==> config.mk <==
export PLATFORM = sky130hd
export DESIGN_NAME = ref_ladder_dac_control
export DESIGN_NICKNAME = d
export VERILOG_FILES = /design/src/common/ref_ladder_pkg.sv /design/src/hdl/ref_ladder_dac_control.sv /design/src/hdl/ladder_tap_decode.sv
export SDC_FILE = /design/constraint.sdc
export NUM_CORES = 1
export LEC_CHECK = 0
export ABC_AREA = 1
export BUFFER_PORTS_ARGS = -buffer_cell sky130_fd_sc_hd__buf_2
export CORE_MARGIN = 2
export CORE_UTILIZATION = 40
export DETAILED_ROUTE_END_ITERATION = 16
export GPL_TIMING_DRIVEN = 0
export HOLD_SLACK_MARGIN = 0.1
export PLACE_DENSITY_LB_ADDON = 0.3
export SLEW_MARGIN = 0
export SYNTH_ARGS = -nofsm -noshare
export SYNTH_HDL_FRONTEND = slang
export SYNTH_SLANG_ARGS = --single-unit
==> constraint.sdc <==
create_clock -name ref_clk -period 2.2 [get_ports ref_clk]
set_input_delay 0.22 -clock ref_clk [delete_from_list [all_inputs] [get_ports ref_clk]]
set_output_delay 0.22 -clock ref_clk [all_outputs]
set_load 0.03 [all_outputs]
==> src/common/ref_ladder_pkg.sv <==
// What this block does
// - Enable bit 7 activates the converter.
// - Level code bits 4:0 pick 32 levels.
// - Output equals negative plus span times code/32.
// - Positive source: pin, supply or fixed reference.
// - Output routes to comparator, analog channel, pins.
// - Pin enables bits 5,4 drive reference out.
// - Reference pin overrides buffer, detector, pull-up, drive.
// - Digital read of reference pin returns zero.
// - Keeps working in sleep; wake keeps settings.
// - Any reset disables, removes output, clears code.
// - Unimplemented bits read as zero.
package ref_ladder_pkg;

  // ----------------------------------------------------------------
  // Register map
  // ----------------------------------------------------------------
  localparam int ADDR_W = 4;
  localparam logic [3:0] CONTROL_MAIN_ADDR = 4'h0;
  localparam logic [3:0] LEVEL_SELECT_ADDR = 4'h1;

  // ----------------------------------------------------------------
  // Field positions and masks
  // ----------------------------------------------------------------
  localparam int ENABLE_POS = 7;
  localparam int PIN1_OE_POS = 5;
  localparam int PIN2_OE_POS = 4;
  localparam int PSS_LSB = 2;
  localparam int NSS_POS = 0;
  localparam int LEVEL_W = 5;
  localparam logic [7:0] CONTROL_MAIN_MASK = 8'hBD;
  localparam logic [7:0] LEVEL_SELECT_MASK = 8'h1F;
  localparam logic [7:0] CONTROL_MAIN_RESET = 8'h00;
  localparam logic [7:0] LEVEL_SELECT_RESET = 8'h00;

  // ----------------------------------------------------------------
  // Positive source encoding
  // ----------------------------------------------------------------
  typedef enum logic [1:0] {
    SRC_SUPPLY = 2'h0,
    SRC_EXT_REF = 2'h1,
    SRC_FIXED_REF = 2'h2,
    SRC_RESERVED = 2'h3
  } pos_source_t;

endpackage : ref_ladder_pkg

==> src/hdl/ref_ladder_dac_control.sv <==
// Design decisions made here: the plain strobed port and the address map.
`timescale 1ns/10ps
module ref_ladder_dac_control #(
  parameter int LEVELS = 32
) (
  input wire logic ref_clk,
  input wire logic rst,
  input wire logic [3:0] addr,
  input wire logic [7:0] wrData,
  input wire logic wrStrobe,
  input wire logic rdStrobe,
  output logic [7:0] rdData,
  input wire logic [1:0] pinDigitalIn,
  input wire logic [1:0] pinDigitalOutReq,
  input wire logic [1:0] pinPullupReq,
  input wire logic [1:0] pinCurrentDriveReq,
  output logic [1:0] pinDigitalRead,
  output logic [1:0] pinDigitalOutEn,
  output logic [1:0] pinInputDetectEn,
  output logic [1:0] pinPullupEn,
  output logic [1:0] pinCurrentDriveEn,
  output logic [1:0] pinAnalogOut,
  output logic ladderEnable,
  output logic [LEVELS-1:0] tapSelect,
  output logic [1:0] positiveSourceSelect,
  output logic negativeSourceSelect,
  output logic compRefValid,
  output logic adcRefValid
);

  // ----------------------------------------------------------------
  // State
  // ----------------------------------------------------------------
  typedef struct packed {
    logic [7:0] controlMain;
    logic [7:0] levelSelect;
    logic [7:0] readData;
  } state_t;

  state_t state;
  state_t next_state;

  logic converterEnable;
  logic [1:0] refPinEnable;

  // Sleep is not an input: the registers run on the system clock which
  // keeps running, and nothing but register writes and rst touches controlMain and levelSelect, so wake-up leaves
  // the control settings as they were.
  always_comb begin
    next_state = state;
    next_state.readData = 8'h00;
    if (wrStrobe && addr == ref_ladder_pkg::CONTROL_MAIN_ADDR) begin
      next_state.controlMain = wrData & ref_ladder_pkg::CONTROL_MAIN_MASK;
    end
    if (wrStrobe && addr == ref_ladder_pkg::LEVEL_SELECT_ADDR) begin
      next_state.levelSelect = wrData & ref_ladder_pkg::LEVEL_SELECT_MASK;
    end
    if (rdStrobe) begin
      unique case (addr)
        ref_ladder_pkg::CONTROL_MAIN_ADDR: begin
          next_state.readData = state.controlMain;
        end
        ref_ladder_pkg::LEVEL_SELECT_ADDR: begin
          next_state.readData = state.levelSelect;
        end
        default: begin
          next_state.readData = 8'h00;
        end
      endcase
    end
    if (rst) begin
      next_state.controlMain = ref_ladder_pkg::CONTROL_MAIN_RESET;
      next_state.levelSelect = ref_ladder_pkg::LEVEL_SELECT_RESET;
      next_state.readData = 8'h00;
    end
  end

  always_ff @(posedge ref_clk) begin
    state <= next_state;
  end

  // ----------------------------------------------------------------
  // Ladder control
  // ----------------------------------------------------------------
  assign converterEnable = state.controlMain[ref_ladder_pkg::ENABLE_POS];
  assign ladderEnable = converterEnable;
  assign positiveSourceSelect =
    state.controlMain[ref_ladder_pkg::PSS_LSB +: 2];
  assign negativeSourceSelect = state.controlMain[ref_ladder_pkg::NSS_POS];
  assign compRefValid = converterEnable;
  assign adcRefValid = converterEnable;

  ladder_tap_decode #(
    .LEVELS(LEVELS)
  ) u_decode (
    .enable(converterEnable),
    .levelCode(state.levelSelect[ref_ladder_pkg::LEVEL_W-1:0]),
    .tapSelect(tapSelect)
  );

  // ----------------------------------------------------------------
  // Pin override
  // ----------------------------------------------------------------
  assign refPinEnable = {state.controlMain[ref_ladder_pkg::PIN2_OE_POS],
                         state.controlMain[ref_ladder_pkg::PIN1_OE_POS]};

  // Index 0 is pin 1, index 1 is pin 2.
  assign pinAnalogOut = refPinEnable;
  assign pinDigitalOutEn = pinDigitalOutReq & ~refPinEnable;
  assign pinInputDetectEn = ~refPinEnable;
  assign pinPullupEn = pinPullupReq & ~refPinEnable;
  assign pinCurrentDriveEn = pinCurrentDriveReq & ~refPinEnable;
  assign pinDigitalRead = pinDigitalIn & ~refPinEnable;
  assign rdData = state.readData;
endmodule : ref_ladder_dac_control

==> src/hdl/ladder_tap_decode.sv <==
`timescale 1ns/10ps
// One-hot tap select across the ladder, gated by the enable bit.
module ladder_tap_decode #(
  parameter int LEVELS = 32
) (
  input wire logic enable,
  input wire logic [4:0] levelCode,
  output logic [LEVELS-1:0] tapSelect
);

  genvar i;
  generate
    for (i = 0; i < LEVELS; i++) begin : g_tap
      // Tap i sits at i/32 of the span above the negative end.
      assign tapSelect[i] = enable && (levelCode == 5'(i));
    end
  endgenerate

endmodule : ladder_tap_decode

# After elaboration in Yosys (flattened, before gate mapping)
# Index checks and enable logic that the tools add are counted.
# totals
regBits,19
in_bits,24
output_inout_bits,58
# classes
n_eq_ne,32
muxes,1
n_bitwise,6
n_reduce_logical,37
# ops
cell,n
"5-bit equality test, second input constant",16
"5-bit by 4-bit equality test with 1-bit output, second input constant",8
1-bit logical AND,34
"5-bit by 3-bit equality test with 1-bit output, second input constant",4
8-bit case mux with 2 select lines,1
"5-bit by 2-bit equality test with 1-bit output, second input constant",2
2-bit bitwise AND,4
"5-bit by 1-bit equality test with 1-bit output, second input constant",1
5-bit logical NOT,1
"4-bit by 1-bit equality test with 1-bit output, second input constant",1
4-bit logical NOT,1
2-bit NOT,1
2-bit OR reduction,1
1-bit NOT,1

# Depth between registers and ports, before layout
# Gate-level depths: netlist (run 1).
# logic_depth
depth_word,2
ltp_mapped,6
depth_no_buf,6

# Cells and area by module
# From an unflattened synthesis (run 1), not the netlist that was laid out.
# unflattened
cells_unflattened,220
hier_area_um2,1288.7
# modules_own_cells
mod,n_inst,cells_per_inst,area_each_um2
ref_ladder_dac_control,1,153,1022.2
ladder_tap_decode,1,67,266.5

# Worst setup path after synthesis (run 1)
# OpenSTA, ideal clock, no wires.
# synth_timing
kind,flip-flop to output port
startpoint,"register state, in the netlist adcRefValid"
endpoint,output tapSelect[16]
arrival_time_ns,1.395
t_required_ns,1.980
path_slack_ns,0.585
path_stages_with_launch,4
path_buffers,1
cell_sequence,dfxtp_1 nand2_1 buf_2 nor2_1
# synth_between
elab_chain_len,1
# synth_rtl
element,line_no,source
start: declaration,ref_ladder_dac_control.sv:40,state_t state;
start signal: assignment,ref_ladder_dac_control.sv:79,state <= next_state;
1-bit logical AND,ladder_tap_decode.sv:15,assign tapSelect[i] = enable && (levelCode == 5'(i));
end: declaration,ref_ladder_dac_control.sv:24,"output logic [LEVELS-1:0] tapSelect,"
# Every way passes these cells.

# Worst setup path after layout (run 1)
# layout_timing
startpoint,register state[9] in the netlist's numbering
endpoint,output tapSelect[2]
# layout_between
elab_chain_len,2
# layout_rtl
element,line_no
5-bit by 2-bit equality test with 1-bit output,ladder_tap_decode.sv:15
1-bit logical AND,ladder_tap_decode.sv:15
# Every way passes these cells.

==> results.py, run 1 <==
metrics = {
    "power": {
        "combinationalPowerShare_pct": 20.5,
        "sw_frac_of_total_pct": 28.7,
        "net-switching-power_mw": 0.194,
        "pd_cells_nw_per_um2": 387,
        "p_seq_share_pct": 49.7,
        "p_clk_share_pct": 29.7,
        "internal_power_mw": 0.481,
        "power_leakage_nw": 1.02,
        "vdd_drop_max_mv": 0.410,
    },
    "final_layout": {
        "antenna_cells_inserted": 0,
        "final.fill_count": 334,
        "layout_common_cells": "buf_2, nor2_1, nand2_1, inv_1, dfxtp_1",
        "flow.area_growth_from_synthesis_pct": 38.7,
        "finalNetCount": 323,
        "fraction_of_final_layout_cells_with_drive_strength_greater_than_1_pct": 36.9,
        "most_common_library_cell_in_the_layout_ignoring_fill_and_taps": "buf_2",
    },
    "placed_design": {
        "dp.final_hpwl_microns": 2420,
        "pre_cts_ws_ns": 0.817,
        "port_buffers": 79,
        "place.gp.congestion": 0.781,
    },
    "critical_path": {
        "crit_path_required_time_ns": 1.98,
        "endpoint_kind": "output port",
        "worstSetupPathType": "reg2out",
        "critical_path_peak_fanout": 5,
        "cp.arrival_ns": 1.47,
        "critPathLaunchType": "register",
    },
    "route": {
        "drt_first_iter_violations": 37,
        "routed_wirelength_microns": 2940,
        "wl_per_cell_microns": 8.60,
        "ant_nets": 0,
        "num_vias": 1455,
        "via_per_inst": 4.25,
        "detail_route.first_pass.iterations": 4,
        "detailed_route_drc_error_count": 0,
    },
    "timing": {
        "final_max_slew_viol_count": 0,
        "setup_slack_ns": 0.507,
        "setup_viol": 0,
        "timing.final.hold_violations": 0,
        "finalWorstPathRequiredPeriod_ns": 1.69,
        "finalSetupTns_ns": 0,
        "grt_setup_unrepaired": "false",
        "post_route_skew_ns": 0.00662,
        "period_share_pct": 76.9,
        "max_freq_mhz": 591,
    },
    "clock_network": {
        "htreeDepth": 1,
        "post-cts-setup-buffers": 0,
        "root_buffer": "clkbuf_4",
        "holdBufCountCts": 0,
        "cts.reportedPaths.clkPinSlew_ns": 0.10,
        "cts-resized-gates": 0,
        "cts_sinks": 18,
        "num_cts_buffers": 3,
        "cts_tree": "built",
        "cts-root-to-sink-buffers": 2,
        "insertion_delay_ns": 0.29,
    },
    "grt": {
        "grt-ovfl-total": 0,
        "grt_start_max_net_pins": 11,
        "grt_antenna_before_repair": 0,
        "globalRouteTotalUtil_pct": 17.2,
        "vias_in_the_first_global_route": 1120,
        "wire_length_of_the_first_global_routing_pass_microns": 4780,
    },
    "logic_synthesis": {
        "synth_top_cell_by_area": "dfxtp_1",
        "synthesis.instances": 215,
        "ys_seq_elements": 18,
        "post_synth_num_cell_types": 17,
        "ys_warn_count": 0,
        "cells_taking_the_most_area_after_synthesis": "dfxtp_1, nor2_1, nand2_1, inv_1, buf_4",
        "netlist_area_sq_um": 1260,
        "synth_largest_type_area_fraction_pct": 28.6,
        "syn_nets": 239,
        "syn_avg_cell_area_sq_um": 5.85,
        "synth-seq-area-share_pct": 28.6,
    },
    "floorplan": {
        "die_y_microns": 60.1,
        "placement_rows": 20,
        "initial_core_util_pct": 41.6,
        "die_area_sq_um": 3610,
        "ios": 82,
        "core-area_sq_um": 3030,
        "dieWidth_microns": 60.1,
    },
    "outcome": {
        "status": "completed",
    },
    "flow_run": {
        "timing.max_cap.violations": 0,
    },
    "min_path": {
        "hold_path_class": "in2reg",
    },
}
==> worst max-delay path, cell delays in order (launching register included) <==
cell and delay [ns]:
dfxtp_1 0.42, inv_1 0.08, nor2_1 0.26, nand2_1 0.12, nor2_1 0.09, buf_2 0.20
==> logic make-up (layout without fill, tap and decap cells) <==
logic type / after synthesis / after routing / synth area share (%)
buf+inv: 63 / 146 / 25.3
flops: 18 / 18 / 28.6
other cells: 1 / 1 / 0.298
simple gates: 129 / 129 / 44.1
compound gates: 4 / 4 / 1.59
==> area by class of cell <==
class	count	area [sq um]	area share, %
Buffer	22	165	9.46
Clock buffer	4	36.3	2.08
Inverter	41	154	8.82
Multi-Input combinational cell	134	579	33.2
Sequential cell	18	360	20.6
Tap cell	44	55.1	3.15
Timing Repair Buffer	79	395	22.7
==> final timing paths <==
| check | end | cells past startpoint | slack (ns) | startpoint |
|---|---|---|---|---|
| worst min-delay path | pinAnalogOut[1] | 4 | 0.18 | rst |
| worst max-delay path | tapSelect[2] | 5 | 0.51 | state[9] |
| worst max register to register | pinAnalogOut[1] | 4 | 1.41 | pinAnalogOut[1] |
| worst min register to register | rdData[4] | 2 | 0.52 | state[12] |
==> power groups by stage <==
stage | sequential, mW | combinational [mW] | clock (mW)
floorplan | 0.343 | 0.0927 | 0
finish | 0.336 | 0.139 | 0.201
detailed placement | 0.343 | 0.139 | 0
CTS | 0.336 | 0.139 | 0.206
global placement | 0.343 | 0.137 | 0
global route | 0.337 | 0.152 | 0.225
==> registers in the layout, summed over array words and instances (netlist names) <==
register / cells
positiveSourceSelect: 2
pinAnalogOut: 2
adcRefValid: 1
state: 5
negativeSourceSelect: 1
rdData: 7
==> Yosys cell counts <==
master,instances
a21oi_1,4
buf_1,1
buf_2,3
buf_4,16
buf_6,1
buf_8,1
conb_1,1
dfxtp_1,18
inv_1,41
nand2_1,44
nand3_1,8
nand3_2,3
nand4_1,11
nor2_1,58
nor2_2,2
nor2_4,1
nor3_1,2
==> stage by stage <==
stage          instances  power [mW]  hold WS (ns)  utilization, %  area (sq um)
2_1_floorplan        215       0.436         0.387               -          1260
3_3_place_gp         338       0.480         0.498            56.4          1710
3_5_place_dp         338       0.482         0.506            56.4          1710
4_1_cts              342       0.681         0.182            57.6          1750
5_1_grt              342       0.714         0.207            57.6          1750
6_report             342       0.675         0.181            57.6          1750
==> per-layer routing <==
metal	up-vias	routed length [microns]	share of wire (%)	global-route usage, %
li1	787	-	-	-
met3	2	133	4.5	3.90
met2	39	1380	47	26.2
met4	0	19	0.65	3.81
met5	-	0	0	0
met1	627	1410	48	24.6
Note: power is estimated with default switching activity, not from simulation.
==> inputs of run 2 (changes only) <==
==> constraint.sdc (replaced) <==
create_clock -name ref_clk -period 1.75 [get_ports ref_clk]
set_input_delay 0.175 -clock ref_clk [delete_from_list [all_inputs] [get_ports ref_clk]]
set_output_delay 0.175 -clock ref_clk [all_outputs]
set_load 0.03 [all_outputs]
==> run 2 against run 1 <==
Against the previous run:
- total power increased by 26%
- critical path depth unchanged
- wire length increased by 1.9%
- largest power group unchanged
==> results.py, run 2 (synthesis gave the netlist of run 1 again) <==
metrics = {
    "outcome": {
        "status": "completed",
    },
    "final_layout": {
        "finalNetCount": 323,
        "antenna_cells_inserted": 0,
        "finalInstanceArea_sq_um": 1760,
        "max_reg_flops": 7,
        "flow.area_growth_from_synthesis_pct": 39.8,
        "most_common_library_cell_in_the_layout_ignoring_fill_and_taps": "buf_2",
        "layout_common_cells": "buf_2, nor2_1, nand2_1, inv_1, dfxtp_1",
        "fraction_of_final_layout_cells_with_drive_strength_greater_than_1_pct": 38.9,
        "final.fill_count": 334,
    },
    "floorplan": {
        "dieWidth_microns": 60.1,
        "core-area_sq_um": 3030,
        "placement_rows": 20,
        "die_y_microns": 60.1,
        "ios": 82,
        "die_area_sq_um": 3610,
        "initial_core_util_pct": 41.6,
    },
    "timing": {
        "period_share_pct": 90.2,
        "post_route_skew_ns": 0.00908,
        "setup_viol": 0,
        "final_max_slew_viol_count": 0,
        "timing.final.hold_violations": 0,
        "finalWorstPathRequiredPeriod_ns": 1.58,
        "finalSetupTns_ns": 0,
        "grt_setup_unrepaired": "false",
        "max_freq_mhz": 634,
    },
    "route": {
        "wl_per_cell_microns": 8.77,
        "via_per_inst": 4.31,
        "ant_nets": 0,
        "num_vias": 1475,
        "drt_first_iter_violations": 40,
        "routed_wirelength_microns": 3000,
        "detail_route.first_pass.iterations": 4,
        "detailed_route_drc_error_count": 0,
    },
    "critical_path": {
        "endpoint_kind": "output port",
        "critical_path_peak_fanout": 5,
        "critPathLaunchType": "register",
        "cp.arrival_ns": 1.40,
        "worstSetupPathType": "reg2out",
        "crit_path_required_time_ns": 1.57,
    },
    "clock_network": {
        "htreeDepth": 1,
        "cts.reportedPaths.clkPinSlew_ns": 0.10,
        "num_cts_buffers": 3,
        "cts_tree": "built",
        "holdBufCountCts": 0,
        "cts-root-to-sink-buffers": 2,
        "root_buffer": "clkbuf_4",
        "insertion_delay_ns": 0.29,
        "cts_sinks": 18,
    },
    "power": {
        "power_leakage_nw": 1.02,
        "pd_cells_nw_per_um2": 483,
        "vdd_drop_max_mv": 0.519,
    },
    "grt": {
        "grt_antenna_before_repair": 0,
        "grt-ovfl-total": 0,
        "grt_start_max_net_pins": 11,
        "wire_length_of_the_first_global_routing_pass_microns": 4780,
        "vias_in_the_first_global_route": 1120,
        "globalRouteTotalUtil_pct": 17.2,
    },
    "placed_design": {
        "port_buffers": 79,
        "place.gp.congestion": 0.781,
        "postPlaceCellArea_sq_um": 1710,
        "dp.final_hpwl_microns": 2420,
    },
    "flow_run": {
        "timing.max_cap.violations": 0,
    },
    "min_path": {
        "hold_path_class": "in2reg",
    },
}
## run 2: final timing paths
| kind | slack, ns | from | cells past startpoint | endpoint |
|---|---|---|---|---|
| setup / recovery | 0.17 | state[9] | 5 | tapSelect[2] |
| hold reg to reg | 0.52 | adcRefValid | 2 | rdData[7] |
| hold / removal | 0.13 | rst | 4 | pinAnalogOut[1] |
| setup reg to reg | 0.96 | pinAnalogOut[1] | 4 | pinAnalogOut[1] |
## run 2: layer usage
metal	GRT usage (%)	up-vias	routed length (microns)
met5	0	-	0
met4	3.81	0	19
met2	26.2	45	1420
li1	-	786	-
met3	3.90	2	150
met1	24.6	642	1410
## run 2: critical path: stages (launching register included)
cell and delay (ns):
dfxtp_1 0.43, inv_1 0.10, nor2_2 0.19, nand2_1 0.10, nor2_1 0.09, buf_2 0.20
## run 2: where the power goes
group | total [mW] | switching (mW) | leakage (nW) | internal (mW)
Clock | 0.252 | 0.126 | 0.0210 | 0.127
Combinational | 0.175 | 0.112 | 0.849 | 0.0634
Sequential | 0.422 | 0.00719 | 0.146 | 0.415
## run 2: final cells by class
cell class / instances / area (sq um) / share of cell area, %
multi-input combinational: 134 / 592 / 33.6
tap: 44 / 55.1 / 3.13
timing repair buffer: 79 / 395 / 22.5
clock buffer: 4 / 36.3 / 2.06
buffer: 22 / 165 / 9.39
inverter: 41 / 154 / 8.75
sequential: 18 / 362 / 20.6
## run 2: metrics by stage
stage                     util [%]  cells  power (mW)  worst slack (ns)  hold slack, ns
after floorplan                  -    215       0.548             0.180           0.342
after detailed placement      56.4    338       0.606             0.412           0.461
after global placement        56.4    338       0.604             0.414           0.453
final                         58.1    342       0.850             0.172           0.134
after global routing          58.1    342       0.899            0.0160           0.162
after CTS                     57.6    342       0.856            0.0776           0.137
## run 2: repair_timing
item | CTS | global route
setup endpoints to repair | 0 | 25
buffers inserted | 0 | 0
resized for setup | 0 | 6
==> inputs of run 3 (changes only) <==
--- a/config.mk
+++ b/config.mk
@@ -5,12 +5,10 @@
 export SDC_FILE = /design/constraint.sdc
 export NUM_CORES = 1
 export LEC_CHECK = 0
-export ABC_AREA = 1
 export BUFFER_PORTS_ARGS = -buffer_cell sky130_fd_sc_hd__buf_2
-export CORE_MARGIN = 2
+export CORE_MARGIN = 4
 export CORE_UTILIZATION = 40
 export DETAILED_ROUTE_END_ITERATION = 16
-export GPL_TIMING_DRIVEN = 0
 export HOLD_SLACK_MARGIN = 0.1
 export PLACE_DENSITY_LB_ADDON = 0.3
 export SLEW_MARGIN = 0
==> run 3 against run 2 <==
Against the previous run:
- global-route usage down 1.7 points
- maximum frequency down 1.2%
- count of clock-buffer cells in the layout unchanged
- sequential cell count unchanged
- sequential share of layout area up 4.4 points
- synthesized cell count down 33%
- largest cell class unchanged
- wire length down 3.8%
- critical endpoint is now tapSelect[23]
- clock skew down 0.0089 ns
- critical path type unchanged
- worst hold slack better by 0.0055 ns
- utilization down 1.7 points
==> results.py, run 3 <==
metrics = {
    "grt": {
        "grt-ovfl-total": 0,
        "vias_in_the_first_global_route": 997,
        "wire_length_of_the_first_global_routing_pass_microns": 4390,
        "grt_start_max_net_pins": 20,
        "grt_antenna_before_repair": 0,
        "globalRouteTotalUtil_pct": 15.5,
    },
    "clock_network": {
        "cts-root-to-sink-buffers": 2,
        "insertion_delay_ns": 0.29,
        "cts.reportedPaths.clkPinSlew_ns": 0.10,
        "root_buffer": "clkbuf_4",
        "holdBufCountCts": 0,
        "post-cts-setup-buffers": 0,
        "cts_sinks": 18,
        "cts-resized-gates": 0,
        "cts_tree": "built",
        "num_cts_buffers": 3,
        "htreeDepth": 1,
    },
    "logic_synthesis": {
        "ys_seq_elements": 18,
        "synth_edf_count": 0,
        "syn_nets": 168,
        "netlist_top_cells_count": "nor2_1, dfxtp_1, nand2b_1",
        "ys_warn_count": 0,
        "syn_avg_cell_area_sq_um": 7.75,
        "post_synth_num_cell_types": 25,
        "synth_top_cell_by_area": "dfxtp_1",
        "postSynth.asyncResetShare_pct": 0,
        "synth-seq-area-share_pct": 32.3,
        "synthesis.instances": 144,
        "primary_ff_master_synth": "dfxtp_1",
        "cells_taking_the_most_area_after_synthesis": "dfxtp_1, nor2_1, mux2i_1, nand2b_1, buf_4",
        "synth.most_common_cell": "nor2_1",
        "netlist_area_sq_um": 1120,
        "synth_largest_type_area_fraction_pct": 32.3,
    },
    "floorplan": {
        "die_area_sq_um": 3700,
        "initial_core_util_pct": 43.5,
        "dieWidth_microns": 60.8,
        "ios": 82,
        "core-area_sq_um": 2570,
        "die_y_microns": 60.8,
        "placement_rows": 18,
    },
    "placed_design": {
        "place.gp.congestion": 0.710,
        "dp.final_hpwl_microns": 2380,
        "pre_cts_ws_ns": 0.392,
        "post-place-cells": 233,
        "postPlaceCellArea_sq_um": 1410,
        "port_buffers": 79,
    },
    "critical_path": {
        "reg2reg_setup_slack_ns": 0.91,
        "critPathLaunchType": "register",
        "timing.critical_path.max_delay_family": "simple AND/OR/NAND/NOR gates",
        "critical_path_buf_inv_count": 1,
        "cp.arrival_ns": 1.42,
        "timing.critical_path.cells": "nor2b_1 -> nand3_1 -> nor2_1 -> buf_2",
        "worstSetupPathType": "reg2out",
        "worst_path_largest_cell_delay_ns": 0.43,
        "timing.rr.end": "pinAnalogOut[0]",
        "crit_path_required_time_ns": 1.57,
        "ff_to_ff_path_depth": 2,
        "critical_path.reg2reg.startpoint": "pinAnalogOut[0]",
        "endpoint_kind": "output port",
        "critical_path_peak_fanout": 7,
        "timing.critical_path.slowest_stage_cell": "dfxtp_1",
    },
    "timing": {
        "setup_slack_ns": 0.152,
        "finalHoldWorstSlack_ns": 0.139,
        "grt_setup_unrepaired": "false",
        "post_route_skew_ns": 0.000183,
        "period_share_pct": 91.3,
        "setup_viol": 0,
        "max_freq_mhz": 626,
        "finalWorstPathRequiredPeriod_ns": 1.60,
        "finalSetupTns_ns": 0,
        "final_max_slew_viol_count": 0,
        "timing.final.hold_violations": 0,
    },
    "final_layout": {
        "max_reg_flops": 7,
        "flow.area_growth_from_synthesis_pct": 29.8,
        "layout_common_cells": "buf_2, nor2_1, nand2b_1, dfxtp_1, mux2i_1",
        "multi_input_comb_area_sq_um": 603,
        "final.fill_count": 267,
        "area.sequential_sq_um": 362,
        "most_common_library_cell_in_the_layout_ignoring_fill_and_taps": "buf_2",
        "finalInstanceArea_sq_um": 1450,
        "utilization_pct": 56.4,
        "stdcell_count": 237,
        "finalNetCount": 232,
        "fraction_of_final_layout_cells_with_drive_strength_greater_than_1_pct": 43.0,
        "antenna_cells_inserted": 0,
    },
    "route": {
        "drt_first_iter_violations": 27,
        "num_vias": 1109,
        "via_per_inst": 4.68,
        "detail_route.first_pass.iterations": 4,
        "routed_wirelength_microns": 2890,
        "detailed_route_drc_error_count": 0,
        "wl_per_cell_microns": 12.2,
        "ant_nets": 0,
    },
    "min_path": {
        "hold_path_class": "in2reg",
        "origin_of_the_worst_min_delay_path": "wrData[1]",
        "hold_end": "state[9]",
        "hold_path_depth": 3,
    },
    "flow_run": {
        "timing.max_cap.violations": 0,
    },
    "power": {
        "pd_cells_nw_per_um2": 542,
        "vdd_drop_max_mv": 0.554,
        "power_leakage_nw": 0.762,
        "power.total_mw": 0.786,
    },
    "outcome": {
        "status": "completed",
    },
}
[run 3: layout make-up]
cell class / count / share of cell area, %
clock buffers: 4 / 2.50
inverters: 2 / 0.518
multi-input cells: 103 / 41.6
flip-flops and latches: 18 / 25.0
well taps: 30 / 2.59
repair buffers: 80 / 27.8
[run 3: how the worst max path moves through the flow]
stage                           start                       to  slack, ns  cells after the start
final                       state[10]            tapSelect[23]       0.15                      4
after global routing        state[11]            tapSelect[26]       0.01                      4
after CTS                   state[12]             tapSelect[1]       0.13                      4
after detailed placement      addr[1]     negativeSourceSelect       0.39                      4
after global placement        addr[1]  positiveSourceSelect[0]       0.46                      4
after floorplan           adcRefValid            tapSelect[12]       0.12                      3
[run 3: logic make-up after synthesis]
group           synth area share (%)
simple gates                    40.7
buf+inv                         13.9
flops                           32.3
mux                             11.7
compound gates                  1.12
other cells                    0.336
[run 3: tightest hold or removal path: cells and delay by family]
family                 cells  cell delay [ns]
AO/OA/AOI/OAI              1             0.07
buffers and inverters      1             0.08
AND/OR/NAND/NOR            1             0.08
[run 3: per-layer routing]
layer  track usage [%]  vias up  wire [microns]
li1                  -      572               -
met1              17.5      504            1120
met4              2.17        0               0
met5                 0        -               0
met2              28.5       33            1600
met3              5.53        0             174
[run 3: power by group]
part           internal, mW  switching, mW  total [mW]
Clock                 0.127          0.125       0.252
Sequential            0.413        0.00417       0.417
Combinational        0.0484         0.0684       0.117
Total                 0.588          0.198       0.786
